===== src/design/xcvr_defines.svh =====
// constants for the transceiver reset, power-down and status block
// assumes a 40 MHz system clock and a 32-bit plain register port
`ifndef XCVR_DEFINES_SVH
`define XCVR_DEFINES_SVH

// register byte offsets
`define ADDR_CTRL 8'h00
`define ADDR_STATUS 8'h04
`define ADDR_IRQ_STAT 8'h08
`define ADDR_IRQ_MASK 8'h0C

// control register: write-one start strobes, read as zero
`define CTRL_START_ANALOG 0
`define CTRL_START_CHANNEL 1
`define CTRL_START_PLL 2

// status register fields
`define ST_PLL_LOCK 0
`define ST_FREQ_LOCK 1
`define ST_BUSY 2
`define ST_POWERDOWN 3
`define ST_PLL_RESET 4
`define ST_CDR_MODE_LO 5
`define ST_REF_LOCK_STATE 7

// interrupt status and mask fields
`define IRQ_LOCK_GAIN 0
`define IRQ_LOCK_LOSS 1
`define IRQ_BUSY_DONE 2
`define IRQ_LTD_GAIN 3
`define IRQ_WIDTH 4
`define IRQ_RESET 4'h0

// clock rates and the reconfiguration clock divider
`define SYS_CLK_MHZ 40
`define RCFG_CLK_MHZ 10
`define RCFG_DIV (`SYS_CLK_MHZ / `RCFG_CLK_MHZ)

// durations in ns, least times rounded up to whole cycles
`define OC_TIME_NS 20000
`define ANALOG_TIME_NS 5000
`define CHANNEL_TIME_NS 10000
`define PLLCFG_TIME_NS 8000
`define PLLRST_TIME_NS 500
`define PLL_LOCK_TIME_NS 10000
`define CDR_LTD_TIME_NS 4000
`define OC_TICKS ((`OC_TIME_NS * `RCFG_CLK_MHZ + 999) / 1000)
`define ANALOG_TICKS ((`ANALOG_TIME_NS * `RCFG_CLK_MHZ + 999) / 1000)
`define CHANNEL_TICKS ((`CHANNEL_TIME_NS * `RCFG_CLK_MHZ + 999) / 1000)
`define PLLCFG_TICKS ((`PLLCFG_TIME_NS * `RCFG_CLK_MHZ + 999) / 1000)
`define PLLRST_TICKS ((`PLLRST_TIME_NS * `RCFG_CLK_MHZ + 999) / 1000)
`define PLL_LOCK_CYCLES ((`PLL_LOCK_TIME_NS * `SYS_CLK_MHZ + 999) / 1000)
`define CDR_LTD_CYCLES ((`CDR_LTD_TIME_NS * `SYS_CLK_MHZ + 999) / 1000)

`endif


===== src/design/xcvr_pkg.sv =====
// types shared by the transceiver reset and status block
// assumes the constants header is compiled alongside
`default_nettype none
package xcvr_pkg;
  // reconfiguration controller states, gray along init-oc-idle-cfg-pllrst
  typedef enum logic [2:0] {
    ST_INIT = 3'b000,
    ST_OC = 3'b001,
    ST_IDLE = 3'b011,
    ST_RECFG = 3'b010,
    ST_PLLRST = 3'b110
  } rcfg_state_t;
  // clock recovery lock mode, {force data, force reference}
  typedef enum logic [1:0] {
    CDR_AUTO = 2'b00,
    CDR_MAN_REF = 2'b01,
    CDR_MAN_DATA = 2'b10,
    CDR_MAN_DATA2 = 2'b11
  } cdr_mode_t;
  // kind of dynamic reconfiguration in progress
  typedef enum logic [1:0] {
    CFG_ANALOG = 2'b00,
    CFG_CHANNEL = 2'b01,
    CFG_PLL = 2'b10
  } cfg_kind_t;
endpackage
`default_nettype wire


===== src/design/sync3.sv =====
// three-stage synchroniser with agreement filter for pin inputs
// assumes inputs are asynchronous levels; one clock domain
`default_nettype none
module sync3 #(
  parameter int W = 6
) (
  input wire logic clk_in,
  input wire logic rst_n_in,
  input wire logic [W-1:0] async_in,
  output logic [W-1:0] sync_out
);
  logic [W-1:0] s1_q;
  logic [W-1:0] s2_q;
  logic [W-1:0] s3_q;

  // one chain per bit; output follows once stages two and three agree
  for (genvar i = 0; i < W; i++) begin : g_bit
    always_ff @(posedge clk_in or negedge rst_n_in) begin
      if (!rst_n_in) begin
        s1_q[i] <= 1'b0;
        s2_q[i] <= 1'b0;
        s3_q[i] <= 1'b0;
        sync_out[i] <= 1'b0;
      end else begin
        s1_q[i] <= async_in[i];
        s2_q[i] <= s1_q[i];
        s3_q[i] <= s2_q[i];
        if (s2_q[i] == s3_q[i]) begin
          sync_out[i] <= s3_q[i];
        end
      end
    end
  end
endmodule
`default_nettype wire


===== src/design/xcvr_reset_pd_status.sv =====
// reset, power-down and status logic of a transceiver block
// assumes fabric drives the control pins asynchronously and software
// uses the plain register port on the 40 MHz system clock
`include "xcvr_defines.svh"
`default_nettype none
// Summary of operation
// - after PLL reconfiguration the controller pulses PLL reset by itself
// - power-off input powers down PCS and PMA of every channel
// - power-off acts regardless of every other reset input
// - one power-off input serves the whole block, not each channel
// - PLL lock flag high when PLL locked to reference clock
// - data-lock flag high in lock-to-data, low in lock-to-reference
// - busy stays low for the first reconfiguration clock cycle
// - busy rises from the second reconfiguration clock cycle
// - busy after power-up means offset cancellation is running
// - busy falls only once offset cancellation has finished
// - busy also stands for each whole dynamic reconfiguration
// - mode 00 automatic, 01 manual reference, 1x manual data lock
// - power-off also resets TX FIFO, serializer and 8B/10B encoder
module xcvr_reset_pd_status
  import xcvr_pkg::*;
(
  input wire logic CLK_IN,
  input wire logic RST_N_IN,
  input wire logic [7:0] ADDR_IN,
  input wire logic [31:0] WDATA_IN,
  input wire logic WR_IN,
  input wire logic RD_IN,
  output logic [31:0] RDATA_OUT,
  input wire logic PLL_RESET_IN,
  input wire logic POWERDOWN_IN,
  input wire logic FORCE_DATA_LOCK_IN,
  input wire logic FORCE_REF_LOCK_IN,
  input wire logic REF_CLK_OK_IN,
  input wire logic SIG_DETECT_IN,
  output logic PLL_RESET_OUT,
  output logic PLL_LOCK_OUT,
  output logic FREQ_LOCK_OUT,
  output logic BUSY_OUT,
  output logic PCS_PD_OUT,
  output logic PMA_PD_OUT,
  output logic TX_FIFO_RST_OUT,
  output logic SERIALIZER_RST_OUT,
  output logic ENCODER_RST_OUT,
  output logic IRQ_OUT
);
  localparam logic [1:0] DIV_LAST = 2'(`RCFG_DIV - 1);
  localparam logic [11:0] OC_TICKS = 12'(`OC_TICKS);
  localparam logic [11:0] ANALOG_TICKS = 12'(`ANALOG_TICKS);
  localparam logic [11:0] CHANNEL_TICKS = 12'(`CHANNEL_TICKS);
  localparam logic [11:0] PLLCFG_TICKS = 12'(`PLLCFG_TICKS);
  localparam logic [11:0] PLLRST_TICKS = 12'(`PLLRST_TICKS);
  localparam logic [11:0] LOCK_CYCLES = 12'(`PLL_LOCK_CYCLES);
  localparam logic [11:0] LTD_CYCLES = 12'(`CDR_LTD_CYCLES);

  logic [5:0] sync_w;
  logic user_rst_s;
  logic pd_s;
  logic ref_ok_s;
  logic sigdet_s;
  cdr_mode_t mode_s;

  logic [1:0] div_q;
  rcfg_state_t state_q;
  rcfg_state_t state_d;
  logic [11:0] cnt_q;
  logic [11:0] cnt_d;
  cfg_kind_t kind_q;
  cfg_kind_t kind_d;
  logic busy_q;
  logic pll_rst_q;
  logic [11:0] lock_cnt_q;
  logic lock_q;
  logic [11:0] ltd_cnt_q;
  logic ltd_q;
  logic pd_q;
  logic [3:0] irq_stat_q;
  logic [3:0] irq_mask_q;
  logic irq_q;
  logic [31:0] rdata_q;

  // pin inputs pass the three-stage filter
  sync3 #(.W(6)) u_sync (
    .clk_in(CLK_IN),
    .rst_n_in(RST_N_IN),
    .async_in({SIG_DETECT_IN, REF_CLK_OK_IN, FORCE_REF_LOCK_IN,
               FORCE_DATA_LOCK_IN, POWERDOWN_IN, PLL_RESET_IN}),
    .sync_out(sync_w)
  );

  assign user_rst_s = sync_w[0];
  assign pd_s = sync_w[1];
  assign mode_s = cdr_mode_t'({sync_w[2], sync_w[3]});
  assign ref_ok_s = sync_w[4];
  assign sigdet_s = sync_w[5];

  // register port decode
  wire wr_ctrl = WR_IN && (ADDR_IN == `ADDR_CTRL);
  wire wr_istat = WR_IN && (ADDR_IN == `ADDR_IRQ_STAT);
  wire wr_mask = WR_IN && (ADDR_IN == `ADDR_IRQ_MASK);
  wire go_analog = wr_ctrl && WDATA_IN[`CTRL_START_ANALOG];
  wire go_channel = wr_ctrl && WDATA_IN[`CTRL_START_CHANNEL];
  wire go_pll = wr_ctrl && WDATA_IN[`CTRL_START_PLL];
  wire start_any = go_analog || go_channel || go_pll;
  // analog wins over channel, channel over PLL when several are set
  wire cfg_kind_t start_kind = go_analog ? CFG_ANALOG :
                               go_channel ? CFG_CHANNEL : CFG_PLL;
  wire [11:0] start_len = go_analog ? ANALOG_TICKS :
                          go_channel ? CHANNEL_TICKS : PLLCFG_TICKS;

  // reconfiguration clock enable, one pulse every RCFG_DIV cycles
  wire rcfg_tick = (div_q == DIV_LAST);
  wire cnt_last = (cnt_q <= 12'h001);
  wire [11:0] cnt_dec = cnt_q - 12'h001;

  always_ff @(posedge CLK_IN or negedge RST_N_IN) begin
    if (!RST_N_IN) begin
      div_q <= 2'h0;
    end else begin
      div_q <= rcfg_tick ? 2'h0 : div_q + 2'h1;
    end
  end

  // reconfiguration controller next state
  always_comb begin
    state_d = state_q;
    cnt_d = cnt_q;
    kind_d = kind_q;
    case (state_q)
      ST_INIT: begin
        if (rcfg_tick) begin
          state_d = ST_OC;
          cnt_d = OC_TICKS;
        end
      end
      ST_OC: begin
        if (rcfg_tick) begin
          cnt_d = cnt_last ? 12'h000 : cnt_dec;
          if (cnt_last) begin
            state_d = ST_IDLE;
          end
        end
      end
      ST_IDLE: begin
        if (start_any) begin
          state_d = ST_RECFG;
          cnt_d = start_len;
          kind_d = start_kind;
        end
      end
      ST_RECFG: begin
        if (rcfg_tick) begin
          cnt_d = cnt_last ? 12'h000 : cnt_dec;
          if (cnt_last && kind_q == CFG_PLL) begin
            state_d = ST_PLLRST;
            cnt_d = PLLRST_TICKS;
          end else if (cnt_last) begin
            state_d = ST_IDLE;
          end
        end
      end
      ST_PLLRST: begin
        if (rcfg_tick) begin
          cnt_d = cnt_last ? 12'h000 : cnt_dec;
          if (cnt_last) begin
            state_d = ST_IDLE;
          end
        end
      end
      default: begin
        state_d = ST_INIT;
        cnt_d = 12'h000;
      end
    endcase
  end

  // busy stands in every state other than start-up and idle
  wire busy_d = (state_d != ST_INIT) && (state_d != ST_IDLE);

  always_ff @(posedge CLK_IN or negedge RST_N_IN) begin
    if (!RST_N_IN) begin
      state_q <= ST_INIT;
      cnt_q <= 12'h000;
      kind_q <= CFG_ANALOG;
      busy_q <= 1'b0;
    end else begin
      state_q <= state_d;
      cnt_q <= cnt_d;
      kind_q <= kind_d;
      busy_q <= busy_d;
    end
  end

  // PLL reset from the user pin or from the controller after a PLL
  // reconfiguration; the power-off level plays no part here
  wire pll_rst_d = user_rst_s || (state_d == ST_PLLRST);

  // PLL lock: needs reset released and the reference running
  wire lock_hold = pll_rst_q || !ref_ok_s;
  wire lock_d = !lock_hold && (lock_q || (lock_cnt_q == LOCK_CYCLES));

  always_ff @(posedge CLK_IN or negedge RST_N_IN) begin
    if (!RST_N_IN) begin
      pll_rst_q <= 1'b0;
      lock_cnt_q <= 12'h000;
      lock_q <= 1'b0;
    end else begin
      pll_rst_q <= pll_rst_d;
      lock_cnt_q <= (lock_hold || lock_q) ? 12'h000 : lock_cnt_q + 12'h001;
      lock_q <= lock_d;
    end
  end

  // clock recovery: forced modes act at once, automatic mode moves to
  // lock-to-data once the PLL is locked and signal stays present
  wire auto_ok = lock_q && sigdet_s && (mode_s == CDR_AUTO) && !pd_s;
  wire auto_ltd = auto_ok && (ltd_cnt_q == LTD_CYCLES);
  wire ltd_d = pd_s ? 1'b0 :
               mode_s[1] ? 1'b1 :
               (mode_s == CDR_MAN_REF) ? 1'b0 : auto_ltd;
  wire lock_to_reference_state = !ltd_q;

  always_ff @(posedge CLK_IN or negedge RST_N_IN) begin
    if (!RST_N_IN) begin
      ltd_cnt_q <= 12'h000;
      ltd_q <= 1'b0;
    end else begin
      ltd_cnt_q <= (!auto_ok) ? 12'h000 :
                   auto_ltd ? ltd_cnt_q : ltd_cnt_q + 12'h001;
      ltd_q <= ltd_d;
    end
  end

  // single block-wide power-off flop feeds PCS, PMA and TX resets
  always_ff @(posedge CLK_IN or negedge RST_N_IN) begin
    if (!RST_N_IN) begin
      pd_q <= 1'b0;
    end else begin
      pd_q <= pd_s;
    end
  end

  // interrupt events; a set in the clearing cycle wins
  wire [3:0] irq_ev = {ltd_d && !ltd_q, busy_q && !busy_d,
                       lock_q && !lock_d, !lock_q && lock_d};
  wire [3:0] irq_clr = wr_istat ? WDATA_IN[3:0] : `IRQ_RESET;
  wire [3:0] irq_stat_d = (irq_stat_q & ~irq_clr) | irq_ev;
  wire [3:0] irq_mask_d = wr_mask ? WDATA_IN[3:0] : irq_mask_q;

  always_ff @(posedge CLK_IN or negedge RST_N_IN) begin
    if (!RST_N_IN) begin
      irq_stat_q <= `IRQ_RESET;
      irq_mask_q <= `IRQ_RESET;
      irq_q <= 1'b0;
    end else begin
      irq_stat_q <= irq_stat_d;
      irq_mask_q <= irq_mask_d;
      irq_q <= |(irq_stat_d & irq_mask_d);
    end
  end

  // read data selection; unmapped and control reads give zero
  wire [31:0] status_w = {24'h000000, lock_to_reference_state, mode_s,
                          pll_rst_q, pd_q, busy_q, ltd_q, lock_q};
  wire [31:0] rd_mux = (ADDR_IN == `ADDR_STATUS) ? status_w :
                       (ADDR_IN == `ADDR_IRQ_STAT) ? {28'h0, irq_stat_q} :
                       (ADDR_IN == `ADDR_IRQ_MASK) ? {28'h0, irq_mask_q} :
                       32'h00000000;

  always_ff @(posedge CLK_IN or negedge RST_N_IN) begin
    if (!RST_N_IN) begin
      rdata_q <= 32'h00000000;
    end else begin
      rdata_q <= RD_IN ? rd_mux : 32'h00000000;
    end
  end

  // outputs straight from flops
  assign RDATA_OUT = rdata_q;
  assign PLL_RESET_OUT = pll_rst_q;
  assign PLL_LOCK_OUT = lock_q;
  assign FREQ_LOCK_OUT = ltd_q;
  assign BUSY_OUT = busy_q;
  assign PCS_PD_OUT = pd_q;
  assign PMA_PD_OUT = pd_q;
  assign TX_FIFO_RST_OUT = pd_q;
  assign SERIALIZER_RST_OUT = pd_q;
  assign ENCODER_RST_OUT = pd_q;
  assign IRQ_OUT = irq_q;

  // power-off reaches PCS and PMA one cycle after the filtered level
  chk_pd_pcs_pma: assert property (
    @(posedge CLK_IN) disable iff (!RST_N_IN)
    pd_s |=> (PCS_PD_OUT && PMA_PD_OUT))
    else $error("power-off did not power down pcs and pma");

  chk_pd_tx_resets: assert property (
    @(posedge CLK_IN) disable iff (!RST_N_IN)
    $rose(pd_s) |=> (TX_FIFO_RST_OUT && SERIALIZER_RST_OUT &&
                     ENCODER_RST_OUT))
    else $error("power-off did not reset tx fifo, serializer, encoder");

  chk_pd_pll_indep: assert property (
    @(posedge CLK_IN) disable iff (!RST_N_IN)
    (pd_s && !user_rst_s) |=> (PLL_RESET_OUT == (state_q == ST_PLLRST)))
    else $error("power-off disturbed the pll reset");

  chk_pll_auto_rst: assert property (
    @(posedge CLK_IN) disable iff (!RST_N_IN)
    (state_q == ST_RECFG && kind_q == CFG_PLL && rcfg_tick && cnt_last)
    |=> PLL_RESET_OUT [*4])
    else $error("pll reset not driven after pll reconfiguration");

  chk_lock_reset: assert property (
    @(posedge CLK_IN) disable iff (!RST_N_IN)
    (PLL_RESET_OUT || !ref_ok_s) |=> !PLL_LOCK_OUT)
    else $error("pll lock high while pll held in reset");

  chk_cdr_force: assert property (
    @(posedge CLK_IN) disable iff (!RST_N_IN)
    (mode_s[1] && !pd_s) |=> FREQ_LOCK_OUT)
    else $error("forced lock-to-data not reflected");

  chk_cdr_ref: assert property (
    @(posedge CLK_IN) disable iff (!RST_N_IN)
    (mode_s == CDR_MAN_REF) |=> !FREQ_LOCK_OUT)
    else $error("data-lock flag high in lock-to-reference mode");

  chk_busy_first: assert property (
    @(posedge CLK_IN) disable iff (!RST_N_IN)
    (state_q == ST_INIT) |-> !BUSY_OUT)
    else $error("busy high during first reconfiguration cycle");

  chk_busy_second: assert property (
    @(posedge CLK_IN) disable iff (!RST_N_IN)
    (state_q == ST_INIT && rcfg_tick) |=> (BUSY_OUT && state_q == ST_OC))
    else $error("busy not raised at second reconfiguration cycle");

  chk_busy_oc_done: assert property (
    @(posedge CLK_IN) disable iff (!RST_N_IN)
    $fell(BUSY_OUT) |-> ($past(rcfg_tick) && $past(cnt_q) <= 12'h001))
    else $error("busy fell before its countdown finished");

  chk_busy_recfg: assert property (
    @(posedge CLK_IN) disable iff (!RST_N_IN)
    (state_q == ST_IDLE && start_any) |=> BUSY_OUT [*8])
    else $error("busy not held during reconfiguration");
endmodule
`default_nettype wire


===== config.mk =====
export PLATFORM = sky130hd
export DESIGN_NAME = xcvr_reset_pd_status
export DESIGN_NICKNAME = d
export VERILOG_FILES = /design/src/design/xcvr_pkg.sv /design/src/design/sync3.sv /design/src/design/xcvr_reset_pd_status.sv
export VERILOG_INCLUDE_DIRS = /design/src /design/src/design
export SDC_FILE = /design/constraint.sdc
export NUM_CORES = 1
export LEC_CHECK = 0
export ABC_AREA = 1
export BUFFER_PORTS_ARGS = -buffer_cell sky130_fd_sc_hd__buf_4
export CORE_ASPECT_RATIO = 1.4
export CORE_MARGIN = 8
export CORE_UTILIZATION = 35
export CTS_BUF_LIST = sky130_fd_sc_hd__clkbuf_2 sky130_fd_sc_hd__clkbuf_4 sky130_fd_sc_hd__clkbuf_8
export DETAILED_ROUTE_END_ITERATION = 12
export PLACE_DENSITY = 0.52
export SETUP_SLACK_MARGIN = 0.02
export SYNTH_ARGS = -nofsm -noshare
export SYNTH_HDL_FRONTEND = slang
export SYNTH_SLANG_ARGS = --single-unit

===== constraint.sdc =====
create_clock -name CLK_IN -period 2.15 [get_ports CLK_IN]
set_input_delay 0.43 -clock CLK_IN [delete_from_list [all_inputs] [get_ports CLK_IN]]
set_output_delay 0.43 -clock CLK_IN [all_outputs]
set_load 0.03 [all_outputs]

==> results of run 1 <==
==> flip-flops by register name, summed over array words and instances, names as in the netlist <==
signal	count
PLL_LOCK_OUT	1
u_sync.s2_q	6
cnt_q	12
state_q	3
u_sync.sync_out	6
RDATA_OUT	8
BUSY_OUT	1
lock_cnt_q	12
IRQ_OUT	1
irq_stat_q	4
ENCODER_RST_OUT	1
u_sync.s1_q	6
ltd_cnt_q	12
PLL_RESET_OUT	1
FREQ_LOCK_OUT	1
div_q	2
kind_q	2
irq_mask_q	4
u_sync.s3_q	6
==> what timing repair did <==
item,in CTS,in global routing
endpoints found under the hold margin,1,0
hold buffers,1,0
setup endpoints to repair,0,0
==> worst max-delay path by stage <==
stage                              start                end  slack [ps]  cells past startpoint
floorplan           cnt_q[0]$_DFFE_PN0P_  IRQ_OUT$_DFF_PN0_         510                     13
global placement              ADDR_IN[5]  IRQ_OUT$_DFF_PN0_         190                     11
detailed placement            ADDR_IN[5]  IRQ_OUT$_DFF_PN0_         190                     11
CTS                 cnt_q[0]$_DFFE_PN0P_  IRQ_OUT$_DFF_PN0_         240                     12
global route        cnt_q[0]$_DFFE_PN0P_  IRQ_OUT$_DFF_PN0_          80                     12
finish              cnt_q[0]$_DFFE_PN0P_  IRQ_OUT$_DFF_PN0_         260                     12
==> final cells by class <==
| class | count | area (um^2) | area share [%] |
|---|---|---|---|
| clock buffers | 9 | 124 | 2.47 |
| repair buffers | 50 | 390 | 7.80 |
| multi-input cells | 319 | 1760 | 35.2 |
| inverters | 59 | 221 | 4.42 |
| clock inverters | 7 | 92.6 | 1.85 |
| well taps | 150 | 188 | 3.75 |
| flip-flops and latches | 89 | 2230 | 44.5 |
==> cell families after synthesis <==
family	share of synthesized area, %
AND/OR/NAND/NOR	23.3
buffers and inverters	10.6
flip-flops	51.0
AO/OA/AOI/OAI	10.2
adder cells (fa/ha/maj)	3.38
XOR/XNOR	1.40
other	0.0859
==> power by group <==
part	internal, mW	leakage, nW	switching (mW)
registers	1.72	1.11	0.0288
clock network	0.570	0.109	0.680
logic	0.0824	1.07	0.192
==> critical path, stage by stage (launching register included) <==
cell and delay, ps:
dfrtp_1 400, inv_1 100, ha_1 310, or2_2 160, nand3_1 60, nor2_1 180, nand3_1 110, nand3_2 110
nand3_2 90, nand3_2 90, nand2_2 50, nand2_1 60, nand2_1 50
==> stage by stage <==
step	setup WS, ps	total power, mW	util (%)	std cells
detailed placement	189	2.06	39.0	666
global route	75.4	3.40	40.9	683
floorplan	509	1.97	-	498
CTS	243	3.32	40.9	683
finish	261	3.27	40.9	683
global placement	193	2.06	39.0	666
==> synthesized netlist by cell type, drive strengths merged, types with 3 or more instances <==
| library cell | count |
|---|---|
| dfrtp | 89 |
| nand2 | 83 |
| inv | 59 |
| nor2 | 59 |
| o21ai | 41 |
| buf | 31 |
| a21oi | 21 |
| nand3 | 20 |
| nor3 | 16 |
| nand4 | 8 |
| ha | 7 |
| maj3 | 6 |
| xor2 | 6 |
| a221oi | 5 |
| nor4 | 5 |
| o31ai | 3 |
| or2 | 3 |
==> per-layer routing <==
metal	routed length (um)	global-route usage [%]	vias to the layer above
met5	0	0	-
met4	172	4.95	0
met3	451	3.63	15
met2	4870	21.1	59
met1	4010	12.9	1550
li1	-	-	1609
==> impl_metrics.env, run 1 <==
export IMPL_outcome="finished, final reports clean"
export IMPL_end_kind="flip-flop"
export IMPL_gr_usage_all_layers_pct=11.9
export IMPL_final_period_utilization_pct=87.9
export IMPL_first_pass_iters=4
export IMPL_clockBufferDepth=2
export IMPL_crit_type="reg -> reg"
export IMPL_cp_start_kind="flip-flop"
export IMPL_crit_arrival_ps=2150
export IMPL_post_drt_wl_per_cell_um=13.9
export IMPL_holdPathStages=1
export IMPL_wl_um=9500
export IMPL_yosysTopAreaCellShare_pct=51.0
export IMPL_syn2layout_area_growth_pct=14.7
export IMPL_synth_edf_count=0
export IMPL_synthArstFlopShare_pct=100
export IMPL_root_buffer="clkbuf_8"
export IMPL_holdWs_ps=156
export IMPL_clk_latency_ps=370
export IMPL_clkTransAtPathRegs_ps=100
export IMPL_yosysTopAreaCell="dfrtp_1"
export IMPL_avgSynthCellArea_um2=9.19
export IMPL_gp_congestion=0.847
export IMPL_p_leak_nw=2.28
export IMPL_ys_seq_area_share_pct=51.0
export IMPL_crit_required_ps=2410
export IMPL_postCtsSetupBuffers=0
export IMPL_slew_viol_final=0
export IMPL_final_common_cell="dfrtp_1"
export IMPL_min_from="FORCE_REF_LOCK_IN"
export IMPL_fillers=1222
export IMPL_synth_main_ff_cell="dfrtp_1"
export IMPL_gr_total_overflow=0
export IMPL_final_cell_mix="dfrtp_1, nand2_1, inv_1, nor2_1, buf_4"
export IMPL_die_h_um=148
export IMPL_worstReg2RegStart="cnt_q[0]$_DFFE_PN0P_"
export IMPL_cts_sinks=89
export IMPL_ys_types=42
export IMPL_stdcell_area_um2=5010
export IMPL_setup_viol=0
export IMPL_fp_dieArea_um2=16400
export IMPL_die_w_um=110
export IMPL_drv_cap=0
export IMPL_drt_iter0_drc=133
export IMPL_grt_pass1_vias=3350
export IMPL_rr_worst_depth=12
export IMPL_num_io_pins=92
export IMPL_setup_tns_ps=0
export IMPL_cts_made_buffers=9
export IMPL_grt_max_degree=39
export IMPL_place_port_buffers=39
export IMPL_cts_resized=0
export IMPL_drive_above_1_share_pct=22.7
export IMPL_grt_pass1_wl_um=16100
export IMPL_ir_worst_vdd_uv=264
export IMPL_min_path_type="in -> reg"
export IMPL_finClkSkew_ps=8.67
export IMPL_row_count=48
export IMPL_cts_max_level=3
export IMPL_antenna_diode_count=0
export IMPL_grt_setup_unrepaired="false"
export IMPL_fmax_ghz=0.529
export IMPL_synth_area_leaders="dfrtp_1, nand2_1, buf_4"
export IMPL_synth_seq_cells=89
export IMPL_antenna_found_initial=0
export IMPL_layout_nets=585
export IMPL_hold_viol=0
export IMPL_crit_fanout=4
export IMPL_hpwl_um=7390
export IMPL_ant_nets=0
export IMPL_drc=0
export IMPL_synthCells=475
export IMPL_via_per_inst=4.73
export IMPL_yosysWarnings=0
export IMPL_synthesis_area_um2=4370
export IMPL_min_to="u_sync.s1_q[3]$_DFF_PN0_"
export IMPL_core_area_um2=12300
export IMPL_fin_crit_ps=1890
export IMPL_ff2ff_setup_slack_ps=260
export IMPL_num_vias=3233
export IMPL_cts_tree="yes"
export IMPL_place_area_um2=4780
export IMPL_powerDensity_nw_per_um2=653
export IMPL_rr_endpoint="IRQ_OUT$_DFF_PN0_"
export IMPL_start_util_pct=35.6
(Power assumes the default switching activity.)
==> inputs of run 2 (changes only) <==
Settings changed: ABC_AREA 1 to default.
==> impl_metrics.env, run 2 <==
export IMPL_powerDensity_nw_per_um2=663
export IMPL_synth_edf_count=0
export IMPL_syn2layout_area_growth_pct=15.1
export IMPL_cts_sinks=89
export IMPL_post_drt_wl_per_cell_um=15.5
export IMPL_die_w_um=109
export IMPL_rr_endpoint="cnt_q[10]$_DFFE_PN0P_"
export IMPL_rr_worst_depth=8
export IMPL_synth_common_cells="dfrtp_1, nor2_1, buf_4, o21ai_0, inv_1"
export IMPL_final_cell_mix="dfrtp_1, nor2_1, buf_4, conb_1, o21ai_0"
export IMPL_yosysWarnings=0
export IMPL_root_buffer="clkbuf_8"
export IMPL_num_io_pins=92
export IMPL_drive_above_1_share_pct=19.3
export IMPL_max_slew_worst_pin_slew_ps=652
export IMPL_yosysTopAreaCellShare_pct=52.9
export IMPL_synthesis_area_um2=4210
export IMPL_place_port_buffers=39
export IMPL_num_vias=2955
export IMPL_grt_pass1_wl_um=15600
export IMPL_synthCells=401
export IMPL_grt_max_degree=40
export IMPL_antenna_found_initial=0
export IMPL_synth_area_leaders="dfrtp_1, buf_4, nor2_1"
export IMPL_clk_latency_ps=370
export IMPL_finClkSkew_ps=17.5
export IMPL_core_area_um2=11800
export IMPL_grt_setup_unrepaired="false"
export IMPL_ff2ff_setup_slack_ps=190
export IMPL_cts_tree="yes"
export IMPL_gr_total_overflow=0
export IMPL_yosysTopAreaCell="dfrtp_1"
export IMPL_layout_nets=507
export IMPL_fin_util_pct=41.2
export IMPL_gr_usage_all_layers_pct=12.5
export IMPL_slew_viol_final=0
export IMPL_grt_pass1_vias=3137
export IMPL_final_common_cell="dfrtp_1"
export IMPL_timing_critical_path_mode_cell="o21ai_0"
export IMPL_cts_made_buffers=9
export IMPL_drv_cap=0
export IMPL_synth_main_ff_cell="dfrtp_1"
export IMPL_fmax_ghz=0.510
export IMPL_ys_types=56
export IMPL_cts_max_level=3
export IMPL_clockBufferDepth=2
export IMPL_clkTransAtPathRegs_ps=100
export IMPL_crit_type="reg -> reg"
export IMPL_crit_required_ps=2410
export IMPL_hpwl_um=7010
export IMPL_first_pass_iters=4
export IMPL_fin_crit_ps=1960
export IMPL_end_kind="flip-flop"
export IMPL_gp_congestion=0.838
export IMPL_hold_viol=0
export IMPL_cp_start_kind="flip-flop"
export IMPL_die_h_um=146
export IMPL_startpoint="cnt_q[0]$_DFFE_PN0P_"
export IMPL_p_leak_nw=2.13
export IMPL_min_path_type="in -> async"
export IMPL_fillers=1195
export IMPL_ant_nets=0
export IMPL_setup_viol=0
export IMPL_ir_worst_vdd_uv=472
export IMPL_outcome="finished, final reports clean"
export IMPL_cp_cell_sequence="inv_1 -> ha_1 -> or3b_2 -> nor3_1 -> buf_4 -> a211oi_1 -> o21ai_0 -> o21ai_0"
export IMPL_start_util_pct=35.8
export IMPL_final_period_utilization_pct=91.2
export IMPL_row_count=47
export IMPL_synth_most_common_cell="dfrtp_1"
export IMPL_crit_end="cnt_q[10]$_DFFE_PN0P_"
export IMPL_cp_depth=8
export IMPL_worstReg2RegStart="cnt_q[0]$_DFFE_PN0P_"
export IMPL_crit_family="simple AND/OR/NAND/NOR gates"
export IMPL_drt_iter0_drc=99
export IMPL_drc=0
export IMPL_antenna_diode_count=0
export IMPL_crit_fanout=5
export IMPL_top_regs="cnt_q x12, lock_cnt_q x12, ltd_cnt_q x12"
export IMPL_cpPeakStageDelay_ps=520
export IMPL_avgSynthCellArea_um2=10.5
export IMPL_wl_um=9320
export IMPL_crit_arrival_ps=2220
export IMPL_fp_dieArea_um2=15900
export IMPL_holdWs_ps=35.1
export IMPL_ys_seq_area_share_pct=52.9
export IMPL_via_per_inst=4.91
export IMPL_critPathBufInv=2
export IMPL_crit_slowest_cell="or3b_2"
export IMPL_relSlewSlack_pct=56.6
export IMPL_synthArstFlopShare_pct=100
export IMPL_synth_seq_cells=89
-- run 2: cell count changes in the layout (fill, tap and decap cells not counted), moves of 6 or more --
cell     previous run  this run
nor2b_1             0         6
o21ai_0            34        21
xor2_1              6        12
nor2_2              7         0
xnor2_1             1         7
inv_1              51        18
nand2_2            11         0
o21ai_1             7         0
and2_1              0         6
nand2_1            71        13
inv_2               8         0
mux2_2              0         6
nor3_2              7         0
-- run 2: power by group --
group / total (mW) / internal (mW) / switching, mW / leakage, nW
Sequential: 1.75 / 1.72 / 0.0346 / 1.13
Clock: 1.19 / 0.569 / 0.625 / 0.106
Combinational: 0.267 / 0.0858 / 0.181 / 0.890
-- run 2: through the flow --
step | std cells | setup WS, ps | TNS, ps | total power, mW | instance area [um^2]
6_report | 602 | 189 | 0 | 3.21 | 4850
5_1_grt | 602 | 49.8 | 0 | 3.37 | 4850
4_1_cts | 602 | 166 | 0 | 3.28 | 4840
3_5_place_dp | 586 | -14.3 | -18.4 | 2.06 | 4630
3_3_place_gp | 586 | 20.0 | 0 | 2.05 | 4630
2_1_floorplan | 424 | 295 | 0 | 1.97 | 4300
-- run 2: cell type report --
cell class                 count  area [um^2]  share of cell area [%]
clock buffer                  10          131                    2.71
clock inverter                 6         76.3                    1.57
inverter                      18         67.6                    1.39
multi-input combinational    281         1770                    36.4
sequential                    89         2230                    45.9
tap                          147          184                    3.79
timing repair buffer          51          395                    8.16
-- run 2: kinds of logic after synthesis --
family | share of synthesized area, %
AO/OA/AOI/OAI | 11.3
XOR/XNOR | 3.95
adder cells (fa/ha/maj) | 3.50
buffers and inverters | 7.45
flip-flops | 52.9
multiplexers | 2.20
other | 0.0890
AND/OR/NAND/NOR | 18.6
-- run 2: per-layer routing --
layer | global-route usage [%] | part of all wire (%) | vias to the layer above
met5 | 0 | 0 | -
li1 | - | - | 1456
met4 | 5.02 | 2.3 | 0
met1 | 14.6 | 42 | 1438
met3 | 3.10 | 3.9 | 13
met2 | 21.1 | 52 | 48
-- run 2: what timing repair did --
action | in CTS | in global routing
hold endpoints to repair | 0 | 0
setup buffers | 0 | 0
cloned | 0 | 0
hold buffers | 0 | 0
resized for setup | 1 | 1
endpoints found under the setup margin | 4 | 1
-- run 2: worst min path at each step --
stage	startpoint	to	slack, ps
after floorplan	RST_N_IN	BUSY_OUT$_DFF_PN0_	130
after global placement	u_sync.s1_q[3]$_DFF_PN0_	u_sync.s2_q[3]$_DFF_PN0_	330
after detailed placement	u_sync.s1_q[4]$_DFF_PN0_	u_sync.s2_q[4]$_DFF_PN0_	330
after CTS	RST_N_IN	state_q[1]$_DFF_PN0_	30
after global routing	RST_N_IN	state_q[1]$_DFF_PN0_	50
final	RST_N_IN	irq_mask_q[0]$_DFF_PN0_	40
==> inputs of run 3 (changes only) <==
Settings changed: RECOVER_POWER from default to 25.
==> impl_metrics.env, run 3 (synthesis results as in run 2) <==
export IMPL_syn2layout_area_growth_pct=15.0
export IMPL_crit_type="reg -> reg"
export IMPL_clk_latency_ps=370
export IMPL_fin_ws_ps=189
export IMPL_layout_nets=507
export IMPL_final_cell_mix="dfrtp_1, nor2_1, buf_4, conb_1, o21ai_0"
export IMPL_top_usage_layer="met2"
export IMPL_finClkSkew_ps=17.8
export IMPL_cp_start_kind="flip-flop"
export IMPL_wl_um=9320
export IMPL_num_vias=2960
export IMPL_grt_met2_usage_pct=21.1
export IMPL_cp_cell_sequence="inv_1 -> ha_1 -> or3b_2 -> nor3_1 -> buf_4 -> a211oi_1 -> o21ai_0 -> o21ai_0"
export IMPL_place_area_um2=4630
export IMPL_dp_cells=586
export IMPL_grt_pass1_vias=3137
export IMPL_p_clk_share_pct=37.2
export IMPL_final_common_cell="dfrtp_1"
export IMPL_p_leak_nw=2.12
export IMPL_crit_required_ps=2410
export IMPL_grt_max_degree=40
export IMPL_clkTransAtPathRegs_ps=100
export IMPL_comb_power_share_pct=8.3
export IMPL_ir_worst_vdd_uv=473
export IMPL_fillers=1195
export IMPL_end_kind="flip-flop"
export IMPL_slew_viol_final=0
export IMPL_gr_usage_met3_pct=3.10
export IMPL_p_int_mw=2.37
export IMPL_fin_crit_ps=1960
export IMPL_instances_no_fill=602
export IMPL_drv_cap=0
export IMPL_start_util_pct=35.8
export IMPL_hpwl_um=7010
export IMPL_outcome="finished, final reports clean"
export IMPL_antenna_diode_count=0
export IMPL_switching_power_mw=0.841
export IMPL_dp_slack_ps=-14.3
export IMPL_crit_fanout=5
export IMPL_num_io_pins=92
export IMPL_cts_sinks=89
export IMPL_use_met1_pct=14.6
export IMPL_via_per_inst=4.92
export IMPL_crit_arrival_ps=2220
export IMPL_gr_usage_all_layers_pct=12.5
export IMPL_place_port_buffers=39
export IMPL_antenna_found_initial=0
export IMPL_cpPeakStageDelay_ps=520
export IMPL_grt_setup_unrepaired="false"
export IMPL_cts_made_buffers=9
export IMPL_fin_util_pct=41.2
export IMPL_first_pass_iters=4
export IMPL_relSlewSlack_pct=33.1
export IMPL_setup_viol=0
export IMPL_min_path_type="in -> reg"
export IMPL_grt_pass1_wl_um=15600
export IMPL_seqPwrFrac_pct=54.5
export IMPL_fp_dieArea_um2=15900
export IMPL_regArea_um2=2230
export IMPL_clockBufferDepth=2
export IMPL_powerDensity_nw_per_um2=663
export IMPL_drive_above_1_share_pct=19.3
export IMPL_gr_total_overflow=0
export IMPL_die_h_um=146
export IMPL_timing_critical_path_mode_cell="o21ai_0"
export IMPL_drc=0
export IMPL_setup_tns_ps=0
export IMPL_cts_tree="yes"
export IMPL_ant_nets=0
export IMPL_core_area_um2=11800
export IMPL_final_period_utilization_pct=91.2
export IMPL_p_sw_share_pct=26.2
export IMPL_root_buffer="clkbuf_8"
export IMPL_max_slew_worst_pin_slew_ps=1000
export IMPL_row_count=47
export IMPL_top_regs="cnt_q x12, lock_cnt_q x12, ltd_cnt_q x12"
export IMPL_cts_max_level=3
export IMPL_gp_congestion=0.838
export IMPL_die_w_um=109
export IMPL_post_drt_wl_per_cell_um=15.5
export IMPL_hold_viol=0
export IMPL_fmax_ghz=0.510
export IMPL_crit_slowest_cell="or3b_2"
export IMPL_multi_input_area_um2=1770
export IMPL_stdcell_area_um2=4840
export IMPL_drt_iter0_drc=104
[run 3: changes by cell type in the layout (fill, tap and decap cells not counted), sizes merged]
cell    previous run  this run
clkbuf            10        17
buf               51        44
[run 3: metal layers]
layer / wire [um] / vias to the layer above
met1: 3860 / 1441
met3: 371 / 13
met4: 210 / 0
met2: 4880 / 50
met5: 0 / -
li1: - / 1456
[run 3: timing repair]
action,in CTS,in global routing
hold endpoints to repair,0,0
resized for setup,1,1
setup endpoints to repair,4,1
hold buffers,0,0
setup buffers,0,0
[run 3: per-stage QoR]
step / power (mW) / hold slack (ps)
after floorplan: 1.97 / 134
after global placement: 2.05 / 332
after detailed placement: 2.06 / 335
after CTS: 3.28 / 27.4
after global routing: 3.37 / 165
final: 3.21 / 195
[run 3: path summary, 6_finish.rpt]
check                                          from                        to  slack (ps)  depth (start not counted)
setup reg to reg               cnt_q[0]$_DFFE_PN0P_     cnt_q[10]$_DFFE_PN0P_         190                          8
min in group asynchronous                  RST_N_IN      state_q[1]$_DFF_PN0_         230                          1
hold reg to reg            u_sync.s1_q[4]$_DFF_PN0_  u_sync.s2_q[4]$_DFF_PN0_         350                          0
hold / removal                    FORCE_REF_LOCK_IN  u_sync.s1_q[3]$_DFF_PN0_         190                          1
setup / recovery               cnt_q[0]$_DFFE_PN0P_     cnt_q[10]$_DFFE_PN0P_         190                          8
max in group asynchronous                  RST_N_IN   irq_stat_q[1]$_DFF_PN0_        1080                          2
[run 3: worst max-delay path: cells and delay by family (launching register included)]
kind                       cells  cell delay [ps]
adders and majority gates      1              210
DFF                            1              410
and+or+nand+nor                2              680
AOI/OAI and AO/OA              3              310
buffers and inverters          2              260
[run 3: cell type report]
type	count	share of cell area, %
sequential	89	46.0
multi-input combinational	281	36.4
timing repair buffer	51	8.11
tap	147	3.80
clock buffer	10	2.71
clock inverter	6	1.58
inverter	18	1.39
[run 3: power groups by stage]
stage          Combinational, mW  Clock (mW)  Sequential, mW
5_1_grt                    0.292        1.32            1.76
2_1_floorplan              0.180           0            1.79
3_5_place_dp               0.271           0            1.79
6_report                   0.266        1.19            1.75
4_1_cts                    0.271        1.25            1.75
3_3_place_gp               0.269           0            1.78
